--- config.mk ---
export PLATFORM = sky130hd
export DESIGN_NAME = standby_fault_sequencer
export DESIGN_NICKNAME = d
export VERILOG_FILES = /design/src/rtl/standby_fault_sequencer_pkg.sv /design/src/rtl/standby_fault_sequencer.sv
export SDC_FILE = /design/constraint.sdc
export NUM_CORES = 1
export LEC_CHECK = 0
export ABC_CLOCK_PERIOD_IN_PS = 3450
export BUFFER_PORTS_ARGS = -buffer_cell sky130_fd_sc_hd__buf_2
export CAP_MARGIN = 0
export CORE_UTILIZATION = 59
export DETAILED_ROUTE_END_ITERATION = 10
export PLACE_DENSITY = 0.79
export SLEW_MARGIN = 40
export SYNTH_ARGS = -nofsm -noshare
export SYNTH_HDL_FRONTEND = slang
export SYNTH_SLANG_ARGS = --single-unit
export TNS_END_PERCENT = 50
--- constraint.sdc ---
create_clock -name ref_clk -period 3.45 [get_ports ref_clk]
set_clock_uncertainty 0.2 [all_clocks]
set_input_delay 0 -clock ref_clk [delete_from_list [all_inputs] [get_ports ref_clk]]
set_output_delay 0 -clock ref_clk [all_outputs]
set_load 0.1 [all_outputs]
--- src/rtl/standby_fault_sequencer_pkg.sv ---
// package: constants, states and carrier structs for the standby/fault sequencer
package standby_fault_sequencer_pkg;

  localparam int unsigned CLK_HZ = 40_000_000;
  // timer durations in ms, figures as defaults of our own
  localparam int unsigned RESTART_FORCE_MS = 100;
  localparam int unsigned FAULT_RETRY_MS = 1000;
  localparam int unsigned RESTART_FORCE_CYC = RESTART_FORCE_MS * (CLK_HZ / 1000);
  localparam int unsigned FAULT_RETRY_CYC = FAULT_RETRY_MS * (CLK_HZ / 1000);
  localparam int unsigned TIMER_W = 32;

  // apb map
  localparam logic [7:0] CTRL_ADDR = 8'h00;
  localparam logic [7:0] STATUS_ADDR = 8'h04;
  localparam logic [7:0] FORCE_LEN_ADDR = 8'h08;
  localparam logic [7:0] RETRY_LEN_ADDR = 8'h0C;
  // ctrl field positions
  localparam int unsigned CTRL_ENABLE_BIT = 0;
  localparam int unsigned CTRL_LOWTRUE_BIT = 1;
  localparam logic [1:0] CTRL_RESET = 2'h1;

  typedef enum logic [2:0] {
    ST_CHARGE = 3'b000,
    ST_RUN = 3'b001,
    ST_STANDBY = 3'b010,
    ST_RETRY = 3'b011,
    ST_LATCHED = 3'b100,
    ST_DRAIN = 3'b101,
    ST_HOT = 3'b110
  } seq_state_t;

  typedef struct packed {
    logic aboveStart;   // supply at or above start level
    logic belowUv;      // supply below undervoltage level
    logic belowFour;    // supply forced below 4 V
    logic drained;      // supply fully discharged
    logic remoteAbove;  // remote_sense above standby_entry_threshold
    logic remoteBelowExit; // remote_sense below standby_exit_threshold
    logic thermalTrip;  // over-temperature, with hysteresis
    logic lineSag;      // line_sag event confirmed
    logic lineCapDischarge; // line_cap_discharge confirmed
    logic slaveReady;   // slave supply-ready
    logic slaveShutdown; // slave shutdown request
  } sense_t;

  typedef struct packed {
    logic startSource;  // startup current source on
    logic holdRegulate; // regulate supply at the 5 V hold level
    logic drainSwitch;  // discharge switch on
    logic inhibit;      // slave inhibit, pulls feedback_node low
    logic remotePullDown; // pulls remote_sense low
    logic lowPower;     // minimum consumption
  } drive_t;

endpackage

--- src/rtl/standby_fault_sequencer.sv ---
// standby, fault retry, latch-off and thermal sequencing with apb registers
//
// The implementer's own choices: the placing of the registers and the APB register port.
`timescale 1ns/1ps

// Function
// - enter standby on remote above entry level, or below in low-true
// - leave standby when remote crosses back over exit threshold (low-true leaves on remote above entry level)
// - high-true: pull remote low while restart force timer runs
// - start force timer after plug-in, fault, supply loss, sag, thermal
// - no force timer or pull-down when restarting from standby
// - low-true: standby when remote low and supply drops below undervoltage
// - low-true: ignore remote for standby entry while we hold slave feedback low
// - inhibit slave in standby, faults, latch, discharge, sag, startup
// - undervoltage starts retry timer, discharge supply to hold level
// - regulate supply at 5 V hold level while retry timer runs
// - fully discharge supply before any fault restart
// - fault restart on retry expiry or supply forced below 4 V
// - slave ready stops startup current source early
// - slave ready honoured only while charging during startup
// - slave stopping silently looks like supply loss, auto-recovery
// - latch-off on rising edge of slave shutdown only
// - latch-off held until line discharge or supply below 4 V
// - slave shutdown honoured only during regular operation
// - thermal trip in stable run inhibits slave at once
// - after thermal trip clears, fully discharge supply to restart
// - standby inhibits slave, discharges supply, minimum consumption
// - thermal trip outside run only pauses the current sequence
module standby_fault_sequencer (
  input wire logic ref_clk,
  input wire logic reset,
  input wire logic clkEn,
  input wire standby_fault_sequencer_pkg::sense_t sense,
  output standby_fault_sequencer_pkg::drive_t drive,
  output logic [2:0] seqState,
  input wire logic psel,
  input wire logic penable,
  input wire logic pwrite,
  input wire logic [7:0] paddr,
  input wire logic [31:0] pwdata,
  output logic [31:0] prdata,
  output logic pready,
  output logic pslverr
);

  //////////////////////////////////////////////////////////////////////////
  // register bus

  logic [1:0] ctrl_q;
  logic [31:0] forceLen_q;
  logic [31:0] retryLen_q;
  logic [31:0] prdata_q;
  logic pslverr_q;
  logic [7:0] eventCnt_q;

  wire apbAccess = psel && penable;
  wire apbWrite = apbAccess && pwrite;
  wire hitCtrl = (paddr == standby_fault_sequencer_pkg::CTRL_ADDR);
  wire hitStatus = (paddr == standby_fault_sequencer_pkg::STATUS_ADDR);
  wire hitForce = (paddr == standby_fault_sequencer_pkg::FORCE_LEN_ADDR);
  wire hitRetry = (paddr == standby_fault_sequencer_pkg::RETRY_LEN_ADDR);
  wire hitAny = hitCtrl || hitStatus || hitForce || hitRetry;
  wire enable = ctrl_q[standby_fault_sequencer_pkg::CTRL_ENABLE_BIT];
  wire lowTrue = ctrl_q[standby_fault_sequencer_pkg::CTRL_LOWTRUE_BIT];

  assign pready = 1'b1;
  assign prdata = prdata_q;
  assign pslverr = pslverr_q;

  //////////////////////////////////////////////////////////////////////////
  // sequencer

  standby_fault_sequencer_pkg::seq_state_t state_q, state_d;
  logic [31:0] forceCnt_q;
  logic [31:0] retryCnt_q;
  logic forceArm_q;   // restart force latch
  logic charged_q;    // startup finished (start level reached or slave ready)
  logic shutdownPrev_q;
  logic hotPaused_q;

  wire inRun = (state_q == standby_fault_sequencer_pkg::ST_RUN);
  wire retryDone = (retryCnt_q == 32'h0);
  wire forceRun = (forceCnt_q != 32'h0);
  wire shutdownRise = sense.slaveShutdown && !shutdownPrev_q;
  wire stable = inRun && charged_q && !sense.belowUv;
  // we hold feedback low whenever the slave is inhibited
  wire holdingFb = drive.inhibit;
  // high-true: above entry; low-true: remote below entry while we do not
  // drive the feedback node, and only once the supply collapses
  wire standbyHigh = !lowTrue && sense.remoteAbove && !forceRun;
  wire standbyLow = lowTrue && !sense.remoteAbove && !holdingFb
    && sense.belowUv;
  wire standbyReq = standbyHigh || standbyLow;
  // high-true exit on drop below exit level; low-true exit when remote rises
  wire exitReq = lowTrue ? sense.remoteAbove : sense.remoteBelowExit;
  wire startDone = sense.aboveStart || sense.slaveReady;

  always_comb begin
    state_d = state_q;
    unique case (state_q)
      standby_fault_sequencer_pkg::ST_CHARGE: begin
        if (sense.lineCapDischarge) begin
          state_d = standby_fault_sequencer_pkg::ST_DRAIN;
        end else if (startDone) begin
          state_d = standby_fault_sequencer_pkg::ST_RUN;
        end
      end
      standby_fault_sequencer_pkg::ST_RUN: begin
        if (sense.lineCapDischarge || sense.lineSag) begin
          state_d = standby_fault_sequencer_pkg::ST_DRAIN;
        end else if (sense.thermalTrip && stable) begin
          state_d = standby_fault_sequencer_pkg::ST_HOT;
        end else if (shutdownRise && !sense.belowUv) begin
          state_d = standby_fault_sequencer_pkg::ST_LATCHED;
        end else if (standbyReq) begin
          state_d = standby_fault_sequencer_pkg::ST_STANDBY;
        end else if (sense.belowUv) begin
          state_d = standby_fault_sequencer_pkg::ST_RETRY;
        end
      end
      standby_fault_sequencer_pkg::ST_STANDBY: begin
        if (exitReq || sense.lineCapDischarge) begin
          state_d = standby_fault_sequencer_pkg::ST_DRAIN;
        end
      end
      standby_fault_sequencer_pkg::ST_RETRY: begin
        if (retryDone || sense.belowFour) begin
          state_d = standby_fault_sequencer_pkg::ST_DRAIN;
        end
      end
      standby_fault_sequencer_pkg::ST_LATCHED: begin
        if (sense.lineCapDischarge || sense.belowFour) begin
          state_d = standby_fault_sequencer_pkg::ST_DRAIN;
        end
      end
      standby_fault_sequencer_pkg::ST_DRAIN: begin
        if (sense.drained && !sense.lineCapDischarge) begin
          state_d = standby_fault_sequencer_pkg::ST_CHARGE;
        end
      end
      standby_fault_sequencer_pkg::ST_HOT: begin
        if (!sense.thermalTrip) begin
          state_d = standby_fault_sequencer_pkg::ST_DRAIN;
        end
      end
      default: state_d = standby_fault_sequencer_pkg::ST_DRAIN;
    endcase
  end

  // thermal trip outside run, other than in the hot state, freezes the sequence in place
  wire pause = sense.thermalTrip && !inRun
    && (state_q != standby_fault_sequencer_pkg::ST_HOT);
  wire advance = clkEn && enable && !pause;
  wire enterCharge = (state_d == standby_fault_sequencer_pkg::ST_CHARGE)
    && (state_q == standby_fault_sequencer_pkg::ST_DRAIN);
  wire leaveCharge = (state_q == standby_fault_sequencer_pkg::ST_CHARGE)
    && (state_d == standby_fault_sequencer_pkg::ST_RUN);
  // causes that arm the force timer for the next startup
  wire armEvent = sense.lineCapDischarge || sense.lineSag
    || (state_q == standby_fault_sequencer_pkg::ST_RETRY)
    || (state_q == standby_fault_sequencer_pkg::ST_HOT)
    || (inRun && sense.belowUv && !sense.remoteAbove);
  // leaving standby clears the latch unless a line cap discharge or line sag arms it, so refill bursts stay short
  wire disarm = (state_q == standby_fault_sequencer_pkg::ST_STANDBY)
    && (state_d != standby_fault_sequencer_pkg::ST_STANDBY);

  always_ff @(posedge ref_clk) begin
    if (reset) begin
      state_q <= standby_fault_sequencer_pkg::ST_DRAIN;
      forceCnt_q <= 32'h0;
      retryCnt_q <= 32'h0;
      forceArm_q <= 1'b1;
      charged_q <= 1'b0;
      shutdownPrev_q <= 1'b0;
    end else if (advance) begin
      state_q <= state_d;
      shutdownPrev_q <= sense.slaveShutdown;
      if (armEvent) begin
        forceArm_q <= 1'b1;
      end else if (disarm) begin
        forceArm_q <= 1'b0;
      end
      if (leaveCharge && forceArm_q && !disarm) begin
        forceCnt_q <= forceLen_q;
        forceArm_q <= armEvent;
      end else if (forceCnt_q != 32'h0) begin
        forceCnt_q <= forceCnt_q - 32'h1;
      end
      if (inRun && state_d == standby_fault_sequencer_pkg::ST_RETRY) begin
        retryCnt_q <= retryLen_q;
      end else if (retryCnt_q != 32'h0) begin
        retryCnt_q <= retryCnt_q - 32'h1;
      end
      if (enterCharge) begin
        charged_q <= 1'b0;
      end else if (leaveCharge) begin
        charged_q <= 1'b1;
      end
    end
  end

  always_ff @(posedge ref_clk) begin
    if (reset) begin
      hotPaused_q <= 1'b0;
    end else if (clkEn) begin
      hotPaused_q <= pause;
    end
  end

  //////////////////////////////////////////////////////////////////////////
  // switch drives

  wire inCharge = (state_q == standby_fault_sequencer_pkg::ST_CHARGE);
  wire inRetry = (state_q == standby_fault_sequencer_pkg::ST_RETRY);
  wire inStandby = (state_q == standby_fault_sequencer_pkg::ST_STANDBY);
  assign drive.startSource = inCharge && !startDone && !pause;
  assign drive.holdRegulate = inRetry;
  assign drive.drainSwitch = (state_q == standby_fault_sequencer_pkg::ST_DRAIN)
    || inStandby || (inRetry && !sense.belowFour);
  assign drive.inhibit = !inRun || standbyHigh;
  assign drive.remotePullDown = !lowTrue && forceRun && inRun;
  assign drive.lowPower = inStandby;
  assign seqState = state_q;

  //////////////////////////////////////////////////////////////////////////
  // register processes

  logic [31:0] statusWord;
  always_comb begin
    statusWord = {8'h0, eventCnt_q, 8'h0, hotPaused_q, forceRun,
      forceArm_q, charged_q, 1'b0, state_q};
  end

  always_ff @(posedge ref_clk) begin
    if (reset) begin
      ctrl_q <= standby_fault_sequencer_pkg::CTRL_RESET;
      forceLen_q <= standby_fault_sequencer_pkg::RESTART_FORCE_CYC;
      retryLen_q <= standby_fault_sequencer_pkg::FAULT_RETRY_CYC;
      prdata_q <= 32'h0;
      pslverr_q <= 1'b0;
      eventCnt_q <= 8'h0;
    end else if (clkEn) begin
      pslverr_q <= psel && !penable && !hitAny;
      if (psel && !penable && !pwrite) begin
        prdata_q <= hitCtrl ? {30'h0, ctrl_q} :
          hitStatus ? statusWord :
          hitForce ? forceLen_q :
          hitRetry ? retryLen_q : 32'h0;
      end
      if (apbWrite && hitCtrl) begin
        ctrl_q <= pwdata[1:0];
      end
      if (apbWrite && hitForce) begin
        forceLen_q <= pwdata;
      end
      if (apbWrite && hitRetry) begin
        retryLen_q <= pwdata;
      end
      if (advance && state_q != state_d) begin
        eventCnt_q <= eventCnt_q + 8'h1;
      end
    end
  end

  //////////////////////////////////////////////////////////////////////////
  // checks

  AST_INHIBIT_OFF_RUN: assert property (@(posedge ref_clk) disable iff (reset)
    !inRun |-> drive.inhibit)
    else $error("inhibit low outside run");
  AST_HOT_INHIBIT: assert property (@(posedge ref_clk) disable iff (reset)
    (advance && stable && sense.thermalTrip && !sense.lineSag
     && !sense.lineCapDischarge) |=> drive.inhibit)
    else $error("thermal trip did not inhibit");
  AST_HOT_DRAIN: assert property (@(posedge ref_clk) disable iff (reset)
    (state_q == standby_fault_sequencer_pkg::ST_HOT && advance
     && !sense.thermalTrip) |=> drive.drainSwitch)
    else $error("no discharge after thermal clear");
  AST_RETRY_HOLD: assert property (@(posedge ref_clk) disable iff (reset)
    inRetry |-> drive.holdRegulate && drive.inhibit)
    else $error("retry without hold");
  AST_LATCH_STAYS: assert property (@(posedge ref_clk) disable iff (reset)
    (state_q == standby_fault_sequencer_pkg::ST_LATCHED
     && !sense.lineCapDischarge && !sense.belowFour)
    |=> state_q == standby_fault_sequencer_pkg::ST_LATCHED)
    else $error("latch-off released early");
  AST_PULLDOWN_HIGHTRUE: assert property (@(posedge ref_clk)
    disable iff (reset) drive.remotePullDown |-> !lowTrue && forceCnt_q != 0)
    else $error("pull-down without timer");
  AST_STANDBY_LOWPWR: assert property (@(posedge ref_clk)
    disable iff (reset) inStandby |-> drive.lowPower && drive.drainSwitch)
    else $error("standby not low power");
  AST_PAUSE_FREEZE: assert property (@(posedge ref_clk)
    disable iff (reset) (pause && clkEn) |=> $stable(state_q))
    else $error("pause moved the sequence");
  AST_SOURCE_STOP: assert property (@(posedge ref_clk)
    disable iff (reset) (inCharge && sense.slaveReady) |-> !drive.startSource)
    else $error("source on with slave ready");

  //////////////////////////////////////////////////////////////////////////
  // transition checks; each names the edge it guards so a broken decode
  // shows up at the cycle it happens, not at the far end of a sequence
  AST_HIGH_ENTRY: assert property (@(posedge ref_clk)
    disable iff (reset) (inRun && advance && !lowTrue && sense.remoteAbove
     && !forceRun && !sense.lineSag && !sense.lineCapDischarge
     && !(sense.thermalTrip && stable) && !(shutdownRise && !sense.belowUv))
    |=> inStandby)
    else $error("high-true standby not entered");
  AST_LOW_ENTRY: assert property (@(posedge ref_clk)
    disable iff (reset) (inRun && advance && lowTrue && !sense.remoteAbove
     && sense.belowUv && !sense.lineSag && !sense.lineCapDischarge)
    |=> inStandby)
    else $error("low-true standby not entered");
  AST_LOW_IGNORE: assert property (@(posedge ref_clk)
    disable iff (reset) (lowTrue && drive.inhibit && !inStandby)
    |=> !inStandby)
    else $error("remote acted on while feedback held");
  AST_STANDBY_EXIT: assert property (@(posedge ref_clk)
    disable iff (reset) (inStandby && advance && exitReq)
    |=> state_q == standby_fault_sequencer_pkg::ST_DRAIN)
    else $error("standby not left on exit level");
  AST_FORCE_LOAD: assert property (@(posedge ref_clk)
    disable iff (reset) (advance && leaveCharge && forceArm_q)
    |=> forceCnt_q == $past(forceLen_q))
    else $error("force timer not started on armed start");
  AST_STANDBY_DISARM: assert property (@(posedge ref_clk)
    disable iff (reset) (advance && inStandby && !armEvent
     && state_d != standby_fault_sequencer_pkg::ST_STANDBY) |=> !forceArm_q)
    else $error("force latch kept after standby");
  AST_RETRY_LOAD: assert property (@(posedge ref_clk)
    disable iff (reset) (advance && inRun
     && state_d == standby_fault_sequencer_pkg::ST_RETRY)
    |=> inRetry && retryCnt_q == $past(retryLen_q) && drive.inhibit)
    else $error("retry timer not started");
  AST_RETRY_EXIT: assert property (@(posedge ref_clk)
    disable iff (reset) (advance && inRetry && (retryDone || sense.belowFour))
    |=> state_q == standby_fault_sequencer_pkg::ST_DRAIN)
    else $error("retry not ended");
  AST_CHARGE_FROM_DRAIN: assert property (@(posedge ref_clk)
    disable iff (reset) $rose(inCharge)
    |-> $past(sense.drained)
     && $past(state_q) == standby_fault_sequencer_pkg::ST_DRAIN)
    else $error("charge began without full discharge");
  AST_LATCH_ENTRY: assert property (@(posedge ref_clk)
    disable iff (reset) (inRun && advance && shutdownRise && !sense.belowUv
     && !sense.lineSag && !sense.lineCapDischarge && !sense.thermalTrip)
    |=> state_q == standby_fault_sequencer_pkg::ST_LATCHED)
    else $error("shutdown edge did not latch");
  AST_LATCH_ONLY_RUN: assert property (@(posedge ref_clk)
    disable iff (reset) (!inRun
     && state_q != standby_fault_sequencer_pkg::ST_LATCHED)
    |=> state_q != standby_fault_sequencer_pkg::ST_LATCHED)
    else $error("latch-off outside regular operation");
  AST_RUN_ENTRY: assert property (@(posedge ref_clk)
    disable iff (reset) (inCharge && advance && !sense.lineCapDischarge
     && (sense.aboveStart || sense.slaveReady)) |=> inRun)
    else $error("startup not ended");
  AST_SOURCE_CHARGE: assert property (@(posedge ref_clk)
    disable iff (reset) drive.startSource |-> inCharge && !sense.slaveReady)
    else $error("source on outside startup");
  AST_SAG_DRAIN: assert property (@(posedge ref_clk)
    disable iff (reset) (inRun && advance
     && (sense.lineSag || sense.lineCapDischarge))
    |=> drive.inhibit && drive.drainSwitch)
    else $error("sag or unplug did not stop the slave");
  AST_HOT_HOLD: assert property (@(posedge ref_clk)
    disable iff (reset) (state_q == standby_fault_sequencer_pkg::ST_HOT
     && sense.thermalTrip) |=> state_q == standby_fault_sequencer_pkg::ST_HOT)
    else $error("thermal hold released while hot");
  AST_PAUSE_SOURCE: assert property (@(posedge ref_clk)
    disable iff (reset) pause |-> !drive.startSource && !advance)
    else $error("paused sequence still charging");
  AST_SUPPLY_LOSS: assert property (@(posedge ref_clk)
    disable iff (reset) (inRun && advance && sense.belowUv && !lowTrue
     && !sense.remoteAbove && !sense.lineSag && !sense.lineCapDischarge)
    |=> inRetry)
    else $error("supply loss did not start auto-recovery");
  AST_CLKEN_FREEZE: assert property (@(posedge ref_clk)
    disable iff (reset) !clkEn |=> $stable(state_q) && $stable(forceCnt_q)
     && $stable(retryCnt_q) && $stable(forceArm_q))
    else $error("state moved with clock enable low");

endmodule

Word-level counts from Yosys, hierarchy flattened
Cells that the tools add are included.
{ "totals": {"reg_bits": 178, "latchBits": 0, "ram_bits": 0, "mem_bits_ro": 0, "inputBits": 57, "out_inout_bits": 43, "word_cells": 143, "memories": 0} }
{ "classes": {"addsub": 3, "mul": 0, "n_div": 0, "n_lt_le_gt_ge": 0, "eq_ne": 14, "shift": 0, "muxes": 27, "bitwise": 0, "n_reduce_logical": 86} }
{ "ops": {"columns": ["operator", "n"], "rows": [
  ["$mux 32", 8],
  ["$reduce_bool 32->1", 2],
  ["$sub 32x1->32 const B", 2],
  ["$logic_and 1x1->1", 37],
  ["$mux 3", 12],
  ["$logic_not 32->1", 1],
  ["$pmux 3 s7", 1],
  ["$reduce_and 2->1", 9],
  ["$eq 8x4->1 const B", 2],
  ["$logic_not 1->1", 15],
  ["$logic_or 1x1->1", 15],
  ["$eq 3x2->1 const B", 3],
  ["$eq 3x3->1 const B", 3],
  ["$add 8x1->8 const B", 1],
  ["$eq 8x3->1 const B", 1],
  ["$logic_not 8->1", 1],
  ["$eq 3x1->1 const B", 2],
  ["$logic_not 3->1", 2],
  ["$mux 1", 6],
  ["$reduce_bool 2->1", 3],
  ["$ne 3x2->1 const B", 1],
  ["$ne 3x3->1", 1],
  ["$ne 3x3->1 const B", 1],
  ["$reduce_bool 3->1", 1]
]} }

Depth between registers and ports, before layout
Gate-level depths: netlist of run 1.
{ "depth": {"word_depth": 19, "mapped_depth": 11} }

Least setup slack after synthesis of run 1
Ideal clock, no wire load.
{ "synth_timing": {"kind": "reg-to-output", "start": "register state_q[2], in the netlist seqState[2]", "end": "output drive[5] in the netlist's numbering", "arrival_ns": 4.603, "setup_slack_ns": -1.353, "stages_incl_launch_ff": 5, "path_buffers": 2, "cell_sequence": "dfxtp_1 clkbuf_1 clkbuf_1 nor3_1 nor4b_1"} }
{ "synth_rtl": {"columns": ["item", "line", "text"], "rows": [
  ["start, declared", "standby_fault_sequencer.sv:73", "standby_fault_sequencer_pkg::seq_state_t state_q, state_d;"],
  ["start signal, assigned", "standby_fault_sequencer.sv:169", "state_q <= standby_fault_sequencer_pkg::ST_DRAIN;"],
  ["start signal, assigned", "standby_fault_sequencer.sv:176", "state_q <= state_d;"],
  ["end, declared", "standby_fault_sequencer.sv:34", "output standby_fault_sequencer_pkg::drive_t drive,"]
]} }

Worst setup path after layout of run 1
{ "layout_timing": {"start": "register ctrl_q[1]", "end": "register forceArm_q"} }
{ "layout_via": {"elab_chain_len": 19, "elab_cells_between_ends": 27, "classes_between": "2 x eq/ne; 8 x mux; 17 x reduce/logical"} }
{ "layout_lines": {"columns": ["item", "line", "text"], "rows": [
  ["start, declared", "standby_fault_sequencer.sv:49", "logic [1:0] ctrl_q;"],
  ["start signal, assigned", "standby_fault_sequencer.sv:236", "ctrl_q <= standby_fault_sequencer_pkg::CTRL_RESET;"],
  ["start signal, assigned", "standby_fault_sequencer.sv:251", "ctrl_q <= pwdata[1:0];"],
  ["$logic_not 1->1", "standby_fault_sequencer.sv:90", "wire standbyHigh = !lowTrue && sense.remoteAbove && !forceRun;"],
  ["$logic_and 1x1->1 (2 in a row)", "standby_fault_sequencer.sv:90", null],
  ["$logic_or 1x1->1", "standby_fault_sequencer.sv:220", "assign drive.inhibit = !inRun || standbyHigh;"],
  ["$logic_not 1->1", "standby_fault_sequencer.sv:91", "wire standbyLow = lowTrue && !sense.remoteAbove && !holdingFb"],
  ["$logic_and 1x1->1", "standby_fault_sequencer.sv:91", null],
  ["$logic_and 1x1->1", "standby_fault_sequencer.sv:92", "&& sense.belowUv;"],
  ["$logic_or 1x1->1", "standby_fault_sequencer.sv:93", "wire standbyReq = standbyHigh || standbyLow;"],
  ["$mux 3", "standby_fault_sequencer.sv:115", "end else if (standbyReq) begin"],
  ["(+2 left out)", null, null],
  ["$mux 3", "standby_fault_sequencer.sv:109", "if (sense.lineCapDischarge || sense.lineSag) begin"],
  ["$pmux 3 s7 *", "standby_fault_sequencer.sv:100", "unique case (state_q)"],
  ["$eq 3x1->1 or $ne 3x2->1 (tied branches)", "standby_fault_sequencer.sv:157, standby_fault_sequencer.sv:165", null],
  ["$logic_and 1x1->1, on equally long branches", "standby_fault_sequencer.sv:157, standby_fault_sequencer.sv:165", null],
  ["$logic_and 1x1->1 or $logic_not 1->1 (tied branches)", "standby_fault_sequencer.sv:183", "if (leaveCharge && forceArm_q && !disarm) begin"],
  ["$logic_and 1x1->1", "standby_fault_sequencer.sv:183", null],
  ["$reduce_bool 3->1 (no source line)", null, null],
  ["$reduce_and 2->1 (no source line)", null, null],
  ["end signal, assigned", "standby_fault_sequencer.sv:185", "forceArm_q <= armEvent;"],
  ["end, declared", "standby_fault_sequencer.sv:76", "logic forceArm_q;"]
]} }
Every way passes the cells marked *; elsewhere a longest branch is shown, timed or not.
A chain may end at the register's enable or synchronous reset.

==> out/qor.yml, run 1 <==
worstSkewPairLatency_ns: 0.44
post-route-period-util_pct: 96.3
power.clock.fraction_pct: 20.8
synthesis.instances: 1202
synth-seq-cells: 178
slew_headroom_pct: 45.2
p_leak_nw: 4.33
grt_pass1_wl_mm: 49.8
area_growth_pct: 20.2
startpoint_type: "flip-flop"
synth_enable_flop_cells: 0
compound_gate_fraction_of_synth_area_pct: 21.8
detailedPlacementHpwl_mm: 21.2
detail_route.wirelength_mm: 31.7
clock_path_buffers: 2
die-area_um2: 16300
final_antenna_net_count: 0
synthArstFlopShare_pct: 0
stdcell_area_um2: 11200
postSynth.topFlopCell: "dfxtp_1"
setup_tns_ns: 0
average_routed_wire_per_standard_cell_um: 20.5
dominant_combinational_cell_family_by_area_after_synthesis: "simple AND/OR/NAND/NOR gates"
fmax_mhz: 301
synthMostInstantiatedCell: "nand2_1"
synth_top_area_cell: "dfxtp_1"
seq_power_share_pct: 29.0
timing.final.hold_violations: 0
finalSetupViolations: 0
internal_power_mw: 5.12
min-delay-path-class: "in -> reg"
synth_area_leaders: "dfxtp_1, nand2_1, a21oi_1, nor2_1, clkbuf_1"
drv.max_cap_violation_count: 0
buffer_cell_driving_the_clock_tree_root: "clkbuf_16"
syn_avg_cell_area_um2: 7.77
synth_common_cells: "nand2_1, dfxtp_1, a21oi_1"
finalWeightedCongestion: 0.992
worst_supply_voltage_drop_on_vdd_v: 0.000569
drc: 0
netSwitchingFraction_pct: 45.5
cts_max_level: 4
crit_path_end_kind: "flip-flop"
worst_setup_hold_path_clk_slew_ns: 0.08
yosys_warnings: 0
required_ns: 3.58
syn-num-nets: 1263
detail_route.vias_per_cell: 6.58
grt.total_usage_pct: 39.5
final_core_utilization_pct: 73.4
synthAdderAreaFrac_pct: 0.536
final_total_pwr_mw: 9.39
report.final.slew_viol_count: 0
mappedNetlistArea_um2: 9340
final_period_minus_worst_setup_slack_ns: 3.32
standard_cell_area_after_detailed_placement_um2: 10100
final_nets: 1386
first_global_vias: 9313
seq_area_frac_synth_pct: 38.1
n_antenna_cell: 0
i_o_pin_cnt: 100
synth_xor_xnor_area_share_pct: 0.737
antenna_found_initial: 0
timing_worst_slew_pin_value_ns: 0.822
worstReg2RegStart: "ctrl_q[1]"
status: "complete, no violations"
synthMuxAreaShare_pct: 4.04
net_load_switching_power_mw: 4.27
tritoncts: "done"
fp.coreArea_um2: 15300
dr.first_iter.drc_count: 1476
synth_simple_gate_area_share_pct: 29.2
start_util_pct: 61.0
yosysUniqueCellTypes: 78
via_count: 10199
drive_above_1_share_pct: 16.4
maximum_number_of_pins_on_one_net_before_global_route_repair: 119
port_buffers: 98
power_density_nw_per_um2: 836
die_width_um: 128
numClockSinks: 178
synthDominantCellAreaShare_pct: 38.1
num_rows: 45
first_pass_iters: 6
numCtsBuffers: 17
grt_setup_unrepaired: "no"
grt_overflow_total: 0
power.share.combinational_pct: 50.2
worstPathMaxFanout: 12
cp-startpoint: "ctrl_q[1]"
hold_path_startpoint: "paddr[2]"
die_height_um: 128
data_arrival_time_of_the_worst_path_ns: 3.45
post-cts-setup-buffers: 0
critical_path_class: "reg -> reg"
## power by group through the flow
stage	sequential (mW)	combinational (mW)	clock (mW)
6_report	2.72	4.72	1.95
2_1_floorplan	2.74	3.25	0
5_1_grt	2.77	5.13	2.03
4_1_cts	2.70	4.56	1.93
3_3_place_gp	2.74	4.40	0
3_5_place_dp	2.75	4.46	0
## metal layers
metal  GRT usage, %  routed length (um)  part of all wire [%]  vias to the layer above
met5              0                   0                     0                        -
met4           22.6                1780                   5.6                        0
met3           8.14                3420                    11                      128
met2           58.5               13800                    43                      706
met1           53.3               12700                    40                     4730
li1               -                   -                     -                     4635
## through the flow
stage / setup WS, ns / cells / hold slack [ns]
floorplan: 0.0612 / 1202 / -0.0791
global placement: 0.442 / 1463 / 0.0301
detailed placement: 0.389 / 1465 / 0.0351
CTS: 0.0797 / 1549 / 0.0154
global route: 0.0125 / 1549 / 0.0643
finish: 0.126 / 1549 / 0.0466
## placed cells by master, fill, tap and decap left out, types with 6 or more instances in the layout
| cell | netlist | final |
|---|---|---|
| nand2_1 | 208 | 208 |
| dfxtp_1 | 178 | 177 |
| a21oi_1 | 122 | 122 |
| buf_2 | 9 | 98 |
| nor2_1 | 95 | 95 |
| dlygate4sd3_1 | 0 | 52 |
| nand3_1 | 51 | 50 |
| buf_4 | 6 | 44 |
| nor3_1 | 38 | 35 |
| nand2b_1 | 29 | 29 |
| inv_1 | 26 | 26 |
| a211oi_1 | 22 | 22 |
| mux2i_1 | 22 | 22 |
| a31oi_1 | 23 | 22 |
| nor4_1 | 21 | 21 |
| a221oi_1 | 20 | 20 |
| nand3b_1 | 19 | 19 |
| o311ai_0 | 17 | 17 |
| clkbuf_16 | 0 | 17 |
| nand4_1 | 15 | 15 |
| o21ai_0 | 14 | 14 |
| o32ai_1 | 14 | 14 |
| and3_1 | 13 | 13 |
| nor2b_1 | 12 | 12 |
| o211ai_1 | 12 | 12 |
| mux2_2 | 10 | 10 |
| or3_1 | 11 | 10 |
| and4_1 | 7 | 7 |
| or4_1 | 7 | 7 |
| and2_1 | 6 | 6 |
| a22oi_1 | 6 | 6 |
| o41ai_1 | 6 | 6 |
| xnor2_1 | 6 | 6 |
## flip-flops by register name, indices dropped and copies added, names as in the netlist
signal and flops:
ctrl_q 2, pslverr 1, eventCnt_q 8, seqState 3
retryCnt_q 32, charged_q 1, forceCnt_q 32, hotPaused_q 1
forceLen_q 32, shutdownPrev_q 1, prdata 32, retryLen_q 32
forceArm_q 1
## final timing paths
path / end / slack [ns] / depth (start not counted)
max: forceArm_q / 0.13 / 8
min: retryLen_q[4] / 0.05 / 5
max reg2reg: forceArm_q / 0.13 / 8
min reg2reg: shutdownPrev_q / 0.27 / 2
## logic make-up after synthesis
group                    Yosys count
flip-flops                       178
AND/OR/NAND/NOR                  555
XOR/XNOR                           7
multiplexers                      34
adder cells (fa/ha/maj)            4
buffers and inverters            120
AO/OA/AOI/OAI                    303
other                              1
## what timing repair did
item / 4_1_cts / 5_1_grt
hold buffers: 52 / 0
endpoints found under the setup margin: 0 / 1
endpoints found under the hold margin: 104 / 0
resized for setup: 0 / 2
## layout make-up
| cell class | instances | area [um^2] |
|---|---|---|
| Tap cell | 211 | 264 |
| Sequential cell | 178 | 3560 |
| Fill cell | 1193 | 4080 |
| Timing Repair Buffer | 198 | 1410 |
| Clock buffer | 19 | 443 |
| Clock inverter | 13 | 136 |
| Multi-Input combinational cell | 904 | 5320 |
| Inverter | 26 | 97.6 |
## worst max-delay path, cell delays in order (launching register included)
cell and delay (ns):
dfxtp_1 0.34, mux2_2 0.37, or3_1 0.33, a32oi_2 0.35, and3_1 0.28, nand2_2 0.23, a21o_1 0.22, a221o_1 0.34
dlygate4sd3_1 0.56
No activity file was read; power rests on OpenSTA's default activity.
==> run 2, diff against run 1 <==
--- a/config.mk
+++ b/config.mk
@@ -10,7 +10,7 @@
 export CAP_MARGIN = 0
 export CORE_UTILIZATION = 59
 export DETAILED_ROUTE_END_ITERATION = 10
-export PLACE_DENSITY = 0.79
+export PLACE_DENSITY = 0.92
 export SLEW_MARGIN = 40
 export SYNTH_ARGS = -nofsm -noshare
 export SYNTH_HDL_FRONTEND = slang
==> run 2 against run 1 <==
The run now ends with DRC left. Global-route usage grew 0.57 points. Critical endpoint is now eventCnt_q[2]. Via count rose by 3.5%. Sequential cell count did not move. Sequential power is essentially flat. Combinational power hardly changed. Highest routed layer is now met5. Clock power decreased by 5%. Clock-buffer cell count is 2 lower. Largest power group unchanged. Final cell count down 0.45%.
==> out/qor.yml, run 2 (synthesized netlist as in run 1, its figures left out) <==
status: "complete, but fails checks"
violated_checks: "DRC"
finalWorstSetupSlack_ns: 0.179  # +0.0529 ns
detail_route.vias_per_cell: 6.85  # +4.0%
grt_pass1_wl_mm: 50.5  # +1.5%
pre_cts_slack_ns: 0.290  # -0.0989 ns
average_routed_wire_per_standard_cell_um: 21.3  # +4.2%
detailedPlacementHpwl_mm: 21.2  # about the same
final_period_minus_worst_setup_slack_ns: 3.27  # -0.0529 ns
start_util_pct: 61.0  # unchanged
final_antenna_net_count: 0  # unchanged
first_pass_iters: 11  # +5
n_antenna_cell: 0  # unchanged
setup_tns_ns: 0  # unchanged
data_arrival_time_of_the_worst_path_ns: 3.41  # -0.04 ns
area_growth_pct: 19.1
final_total_pwr_mw: 9.29  # -1.0%
slew_headroom_pct: 40.8  # -4.4 points
startpoint_type: "flip-flop"
worst_setup_hold_path_clk_slew_ns: 0.08  # about the same
num_rows: 45  # unchanged
worstPathMaxFanout: 17  # +5
clock_path_buffers: 2  # unchanged
detail_route.wirelength_mm: 32.9  # +3.7%
cts_hold_buf: 46  # -12%
drc: 11  # +11
p_leak_nw: 4.30  # -0.67%
port_buffers: 98  # unchanged
cts_max_level: 4  # unchanged
timing_worst_slew_pin_value_ns: 0.888  # +0.0665 ns
required_ns: 3.58  # about the same
buffer_cell_driving_the_clock_tree_root: "clkbuf_16"
dr.first_iter.drc_count: 2053  # +39%
worstSkewPairLatency_ns: 0.45  # about the same
maximum_number_of_pins_on_one_net_before_global_route_repair: 82  # -31%
drive_above_1_share_pct: 16.2  # -0.21 points
report.final.slew_viol_count: 0  # unchanged
grt.total_usage_pct: 40.0  # +0.57 points
finalWeightedCongestion: 0.995  # +0.30%
die-area_um2: 16300  # unchanged
tritoncts: "done"
min-delay-path-class: "in -> reg"
placed_cells_incl_taps: 1466  # +0.068%
numCtsBuffers: 17  # unchanged
final_nets: 1381  # -0.36%
post-cts-setup-buffers: 0  # unchanged
post_layout_nonfiller_instances: 1542  # -0.45%
worst_supply_voltage_drop_on_vdd_v: 0.000513  # -9.9%
cts_repair_resize_count: 0  # unchanged
i_o_pin_cnt: 100  # unchanged
grt_setup_unrepaired: "no"
grt_overflow_total: 0  # unchanged
crit_path_end_kind: "flip-flop"
fp.coreArea_um2: 15300  # unchanged
numClockSinks: 178  # unchanged
critical_path_class: "reg -> reg"
power_density_nw_per_um2: 835  # about the same
antenna_found_initial: 1  # +1
via_count: 10560  # +3.5%
final_core_utilization_pct: 72.7  # -0.70 points
fmax_mhz: 306  # +1.6%
drv.max_cap_violation_count: 0  # unchanged
die_height_um: 128  # unchanged
finalSetupViolations: 0  # unchanged
post-route-period-util_pct: 94.8  # -1.5 points
first_global_vias: 9539  # +2.4%
timing.final.hold_violations: 0  # unchanged
die_width_um: 128  # unchanged
mostFrequentLayoutCells: "nand2_1, dfxtp_1, a21oi_1, buf_2, nor2_1"
mostFrequentLayoutCell: "nand2_1"
==> run 2: cell type report <==
cell class                 instances  area (um^2)
multi-input combinational        904         5300
fill                            1096         4190
sequential                       178         3560
timing repair buffer             193         1350
clock buffer                      17          425
tap                              211          264
clock inverter                    13          121
inverter                          26         97.6
==> run 2: metal layers <==
| metal | GRT usage (%) | wire length [um] | up-vias |
|---|---|---|---|
| li1 | - | - | 4612 |
| met1 | 51.0 | 12000 | 4788 |
| met2 | 61.9 | 14300 | 971 |
| met3 | 9.47 | 4390 | 187 |
| met4 | 23.6 | 2150 | 2 |
| met5 | 0 | 12 | - |
==> run 2: final timing paths <==
kind,from,end,slack [ns],cells after the start
hold / removal,paddr[2],prdata[17],0.07,5
setup reg to reg,seqState[2],eventCnt_q[2],0.18,8
setup / recovery,seqState[2],eventCnt_q[2],0.18,8
hold reg to reg,shutdownPrev_q,shutdownPrev_q,0.26,2
==> run 2: report_power, final <==
group	total (mW)	switching, mW	internal (mW)
Combinational	4.69	2.99	1.71
Sequential	2.74	0.357	2.38
Clock	1.86	0.922	0.942
Total	9.29	4.26	5.03
==> run 2: per-stage QoR <==
step | hold slack (ns) | area, um^2
final | 0.0671 | 11100
after CTS | 0.0230 | 11100
after detailed placement | 0.0270 | 10100
after floorplan | -0.0791 | 9360
after global placement | 0.0195 | 10100
after global routing | 0.0617 | 11100
==> run 2: critical path, cell delays in order (launching register included) <==
cell and delay (ns):
dfxtp_1 0.36, buf_4 0.21, nand2b_1 0.17, or3_1 0.35, a32oi_1 0.48, a22oi_1 0.16, a211oi_2 0.61, a2111oi_0 0.22
or3_1 0.41
==> run 3, diff against run 2 <==
--- a/config.mk
+++ b/config.mk
@@ -10,6 +10,7 @@
 export CAP_MARGIN = 0
 export CORE_UTILIZATION = 59
 export DETAILED_ROUTE_END_ITERATION = 10
+export HOLD_SLACK_MARGIN = 0.15
 export PLACE_DENSITY = 0.92
 export SLEW_MARGIN = 40
 export SYNTH_ARGS = -nofsm -noshare
==> run 3 against run 2 <==
The run now ends clean. Sequential share of layout area shrank 0.77 points. Largest cell class unchanged. Die area unchanged. Global-route usage rose by 1.7 points. Sequential cell count unchanged. Setup slack worse by 0.0036 ns. Non-clock buffer count grew 27.
==> out/qor.yml, run 3 (synthesized netlist as in run 1, its figures left out) <==
status: "complete, no violations"
port_buffers: 98  # unchanged
post-cts-setup-buffers: 0  # unchanged
detail_route.wirelength_mm: 34.0  # +3.4%
startpoint_type: "flip-flop"
critical_path_class: "reg -> reg"
worst_path_dominant_cell_family: "compound AO/OA/AOI/OAI gates"
setup_tns_ns: 0  # unchanged
p_leak_nw: 4.42  # +2.8%
report.final.slew_viol_count: 0  # unchanged
worst_supply_voltage_drop_on_vdd_v: 0.000503  # -1.9%
slew_headroom_pct: 41.7  # +0.89 points
data_arrival_time_of_the_worst_path_ns: 3.41  # about the same
crit_path_end_kind: "flip-flop"
cts_repair_resize_count: 0  # unchanged
grt_overflow_total: 0  # unchanged
r2r_end: "eventCnt_q[2]"
cts_hold_buf: 73  # +59%
final.hold.worst_slack_ns: 0.149  # +0.0820 ns
maximum_number_of_pins_on_one_net_before_global_route_repair: 82  # unchanged
finalWorstSetupSlack_ns: 0.175  # -0.00358 ns
worstSkewPairLatency_ns: 0.45  # about the same
grt.total_usage_pct: 41.7  # +1.7 points
start_util_pct: 61.0  # unchanged
timing.critical_path.cells: "buf_4, nand2b_1, or3_1, a32oi_1, a22oi_1, a211oi_2, a2111oi_0, or3_1"
grt_setup_unrepaired: "no"
drc: 0  # -11
detailedPlacementHpwl_mm: 21.2  # unchanged
min_delay_path_depth: 4  # -1
timing.final.hold_violations: 0  # unchanged
fmax_mhz: 305  # -0.11%
grt_pass1_wl_mm: 52.6  # +4.1%
final_antenna_net_count: 0  # unchanged
placed_cells_incl_taps: 1466  # unchanged
die-area_um2: 16300  # unchanged
cp_slowest_stage_delay_ns: 0.60  # about the same
reg2reg_slack_ns: 0.18  # about the same
drv.max_cap_violation_count: 0  # unchanged
power_density_nw_per_um2: 815  # -2.5%
post_layout_nonfiller_instances: 1570  # +1.8%
finalSetupViolations: 0  # unchanged
num_rows: 45  # unchanged
antenna_found_initial: 1  # unchanged
hold_path_startpoint: "pwdata[29]"
final_nets: 1408  # +2.0%
i_o_pin_cnt: 100  # unchanged
timing.critical_path.mode_cell: "or3_1"
buffer_cell_driving_the_clock_tree_root: "clkbuf_16"
gr_met2_demand_resource_pct: 64.2  # +2.4 points
first_global_vias: 10027  # +5.1%
fill_cells: 1016  # -7.3%
cp_slowest_cell: "a211oi_2"
crit_path_buffers_inverters: 1  # unchanged
first_pass_iters: 6  # -5
numCtsBuffers: 17  # unchanged
fp.coreArea_um2: 15300  # unchanged
worstReg2RegStart: "seqState[2]"
worstPathMaxFanout: 17  # unchanged
finalWeightedCongestion: 0.995  # unchanged
via_count: 10843  # +2.7%
met1_usage_pct: 50.8  # -0.13 points
post-route-period-util_pct: 94.9  # +0.10 points
mostFrequentLayoutCell: "nand2_1"
numClockSinks: 178  # unchanged
drive_above_1_share_pct: 15.9  # -0.32 points
min-delay-path-class: "in -> reg"
clock_path_buffers: 2  # unchanged
final_period_minus_worst_setup_slack_ns: 3.27  # +0.00358 ns
area_growth_pct: 22.0
worst_setup_hold_path_clk_slew_ns: 0.07  # about the same
mostFrequentLayoutCells: "nand2_1, dfxtp_1, a21oi_1, buf_2, nor2_1"
die_width_um: 128  # unchanged
required_ns: 3.58  # about the same
timing_worst_slew_pin_value_ns: 0.864  # -0.0243 ns
cts_max_level: 4  # unchanged
worstHoldEndpoint: "retryLen_q[29]"
pre_cts_slack_ns: 0.290  # unchanged
detail_route.vias_per_cell: 6.91  # +0.85%
ff2ff_path_depth: 8  # unchanged
die_height_um: 128  # unchanged
grt.busiest_layer: "met2"
use_met3_pct: 11.7  # +2.3 points
tritoncts: "done"
average_routed_wire_per_standard_cell_um: 21.7  # +1.5%
dr.first_iter.drc_count: 2106  # +2.6%
-- run 3: cell count changes in the layout (fill, tap and decap cells not counted), sizes merged --
cell         before  now
dlygate4sd3      46   73
diode             0    1
-- run 3: layout make-up --
cell class / count / area [um^2] / share of cell area (%)
antenna: 1 / 2.50 / 0.0220
clock buffer: 17 / 425 / 3.73
clock inverter: 13 / 121 / 1.06
inverter: 26 / 97.6 / 0.856
multi-input combinational: 904 / 5300 / 46.5
sequential: 178 / 3560 / 31.3
tap: 211 / 264 / 2.32
timing repair buffer: 220 / 1620 / 14.2
-- run 3: per-layer routing --
metal	vias up	routed length (um)
li1	4663	-
met1	4920	12200
met2	1019	14800
met3	241	4570
met4	0	2470
met5	-	0
-- run 3: per-stage QoR --
stage | cell area [um^2] | power, mW | util [%]
3_3_place_gp | 10100 | 7.00 | 66.0
3_5_place_dp | 10100 | 7.16 | 66.1
4_1_cts | 11400 | 9.06 | 74.4
6_report | 11400 | 9.29 | 74.4
2_1_floorplan | 9360 | 5.99 | -
5_1_grt | 11400 | 9.76 | 74.4
-- run 3: worst min-delay path, cell delays in order --
cell           delay (ns)
dlygate4sd3_1        0.53
buf_2                0.13
nand2_1              0.05
a21oi_1              0.05
-- run 3: where the power goes --
| group | leakage, nW | internal [mW] | switching, mW | total, mW |
|---|---|---|---|---|
| registers | 1.44 | 2.38 | 0.351 | 2.73 |
| logic | 2.72 | 1.73 | 2.97 | 4.70 |
| clock network | 0.262 | 0.943 | 0.917 | 1.86 |
-- run 3: worst max-delay path by stage --
stage                         from              to  slack (ns)  cells past startpoint
floorplan              seqState[2]        drive[5]        0.06                      4
global placement    forceCnt_q[27]   retryCnt_q[7]        0.37                      8
detailed placement  forceCnt_q[27]  forceCnt_q[13]        0.29                      8
CTS                 forceCnt_q[27]  forceCnt_q[13]        0.27                      8
global route         forceCnt_q[0]  forceCnt_q[11]        0.04                     10
finish                 seqState[2]   eventCnt_q[2]        0.18                      8
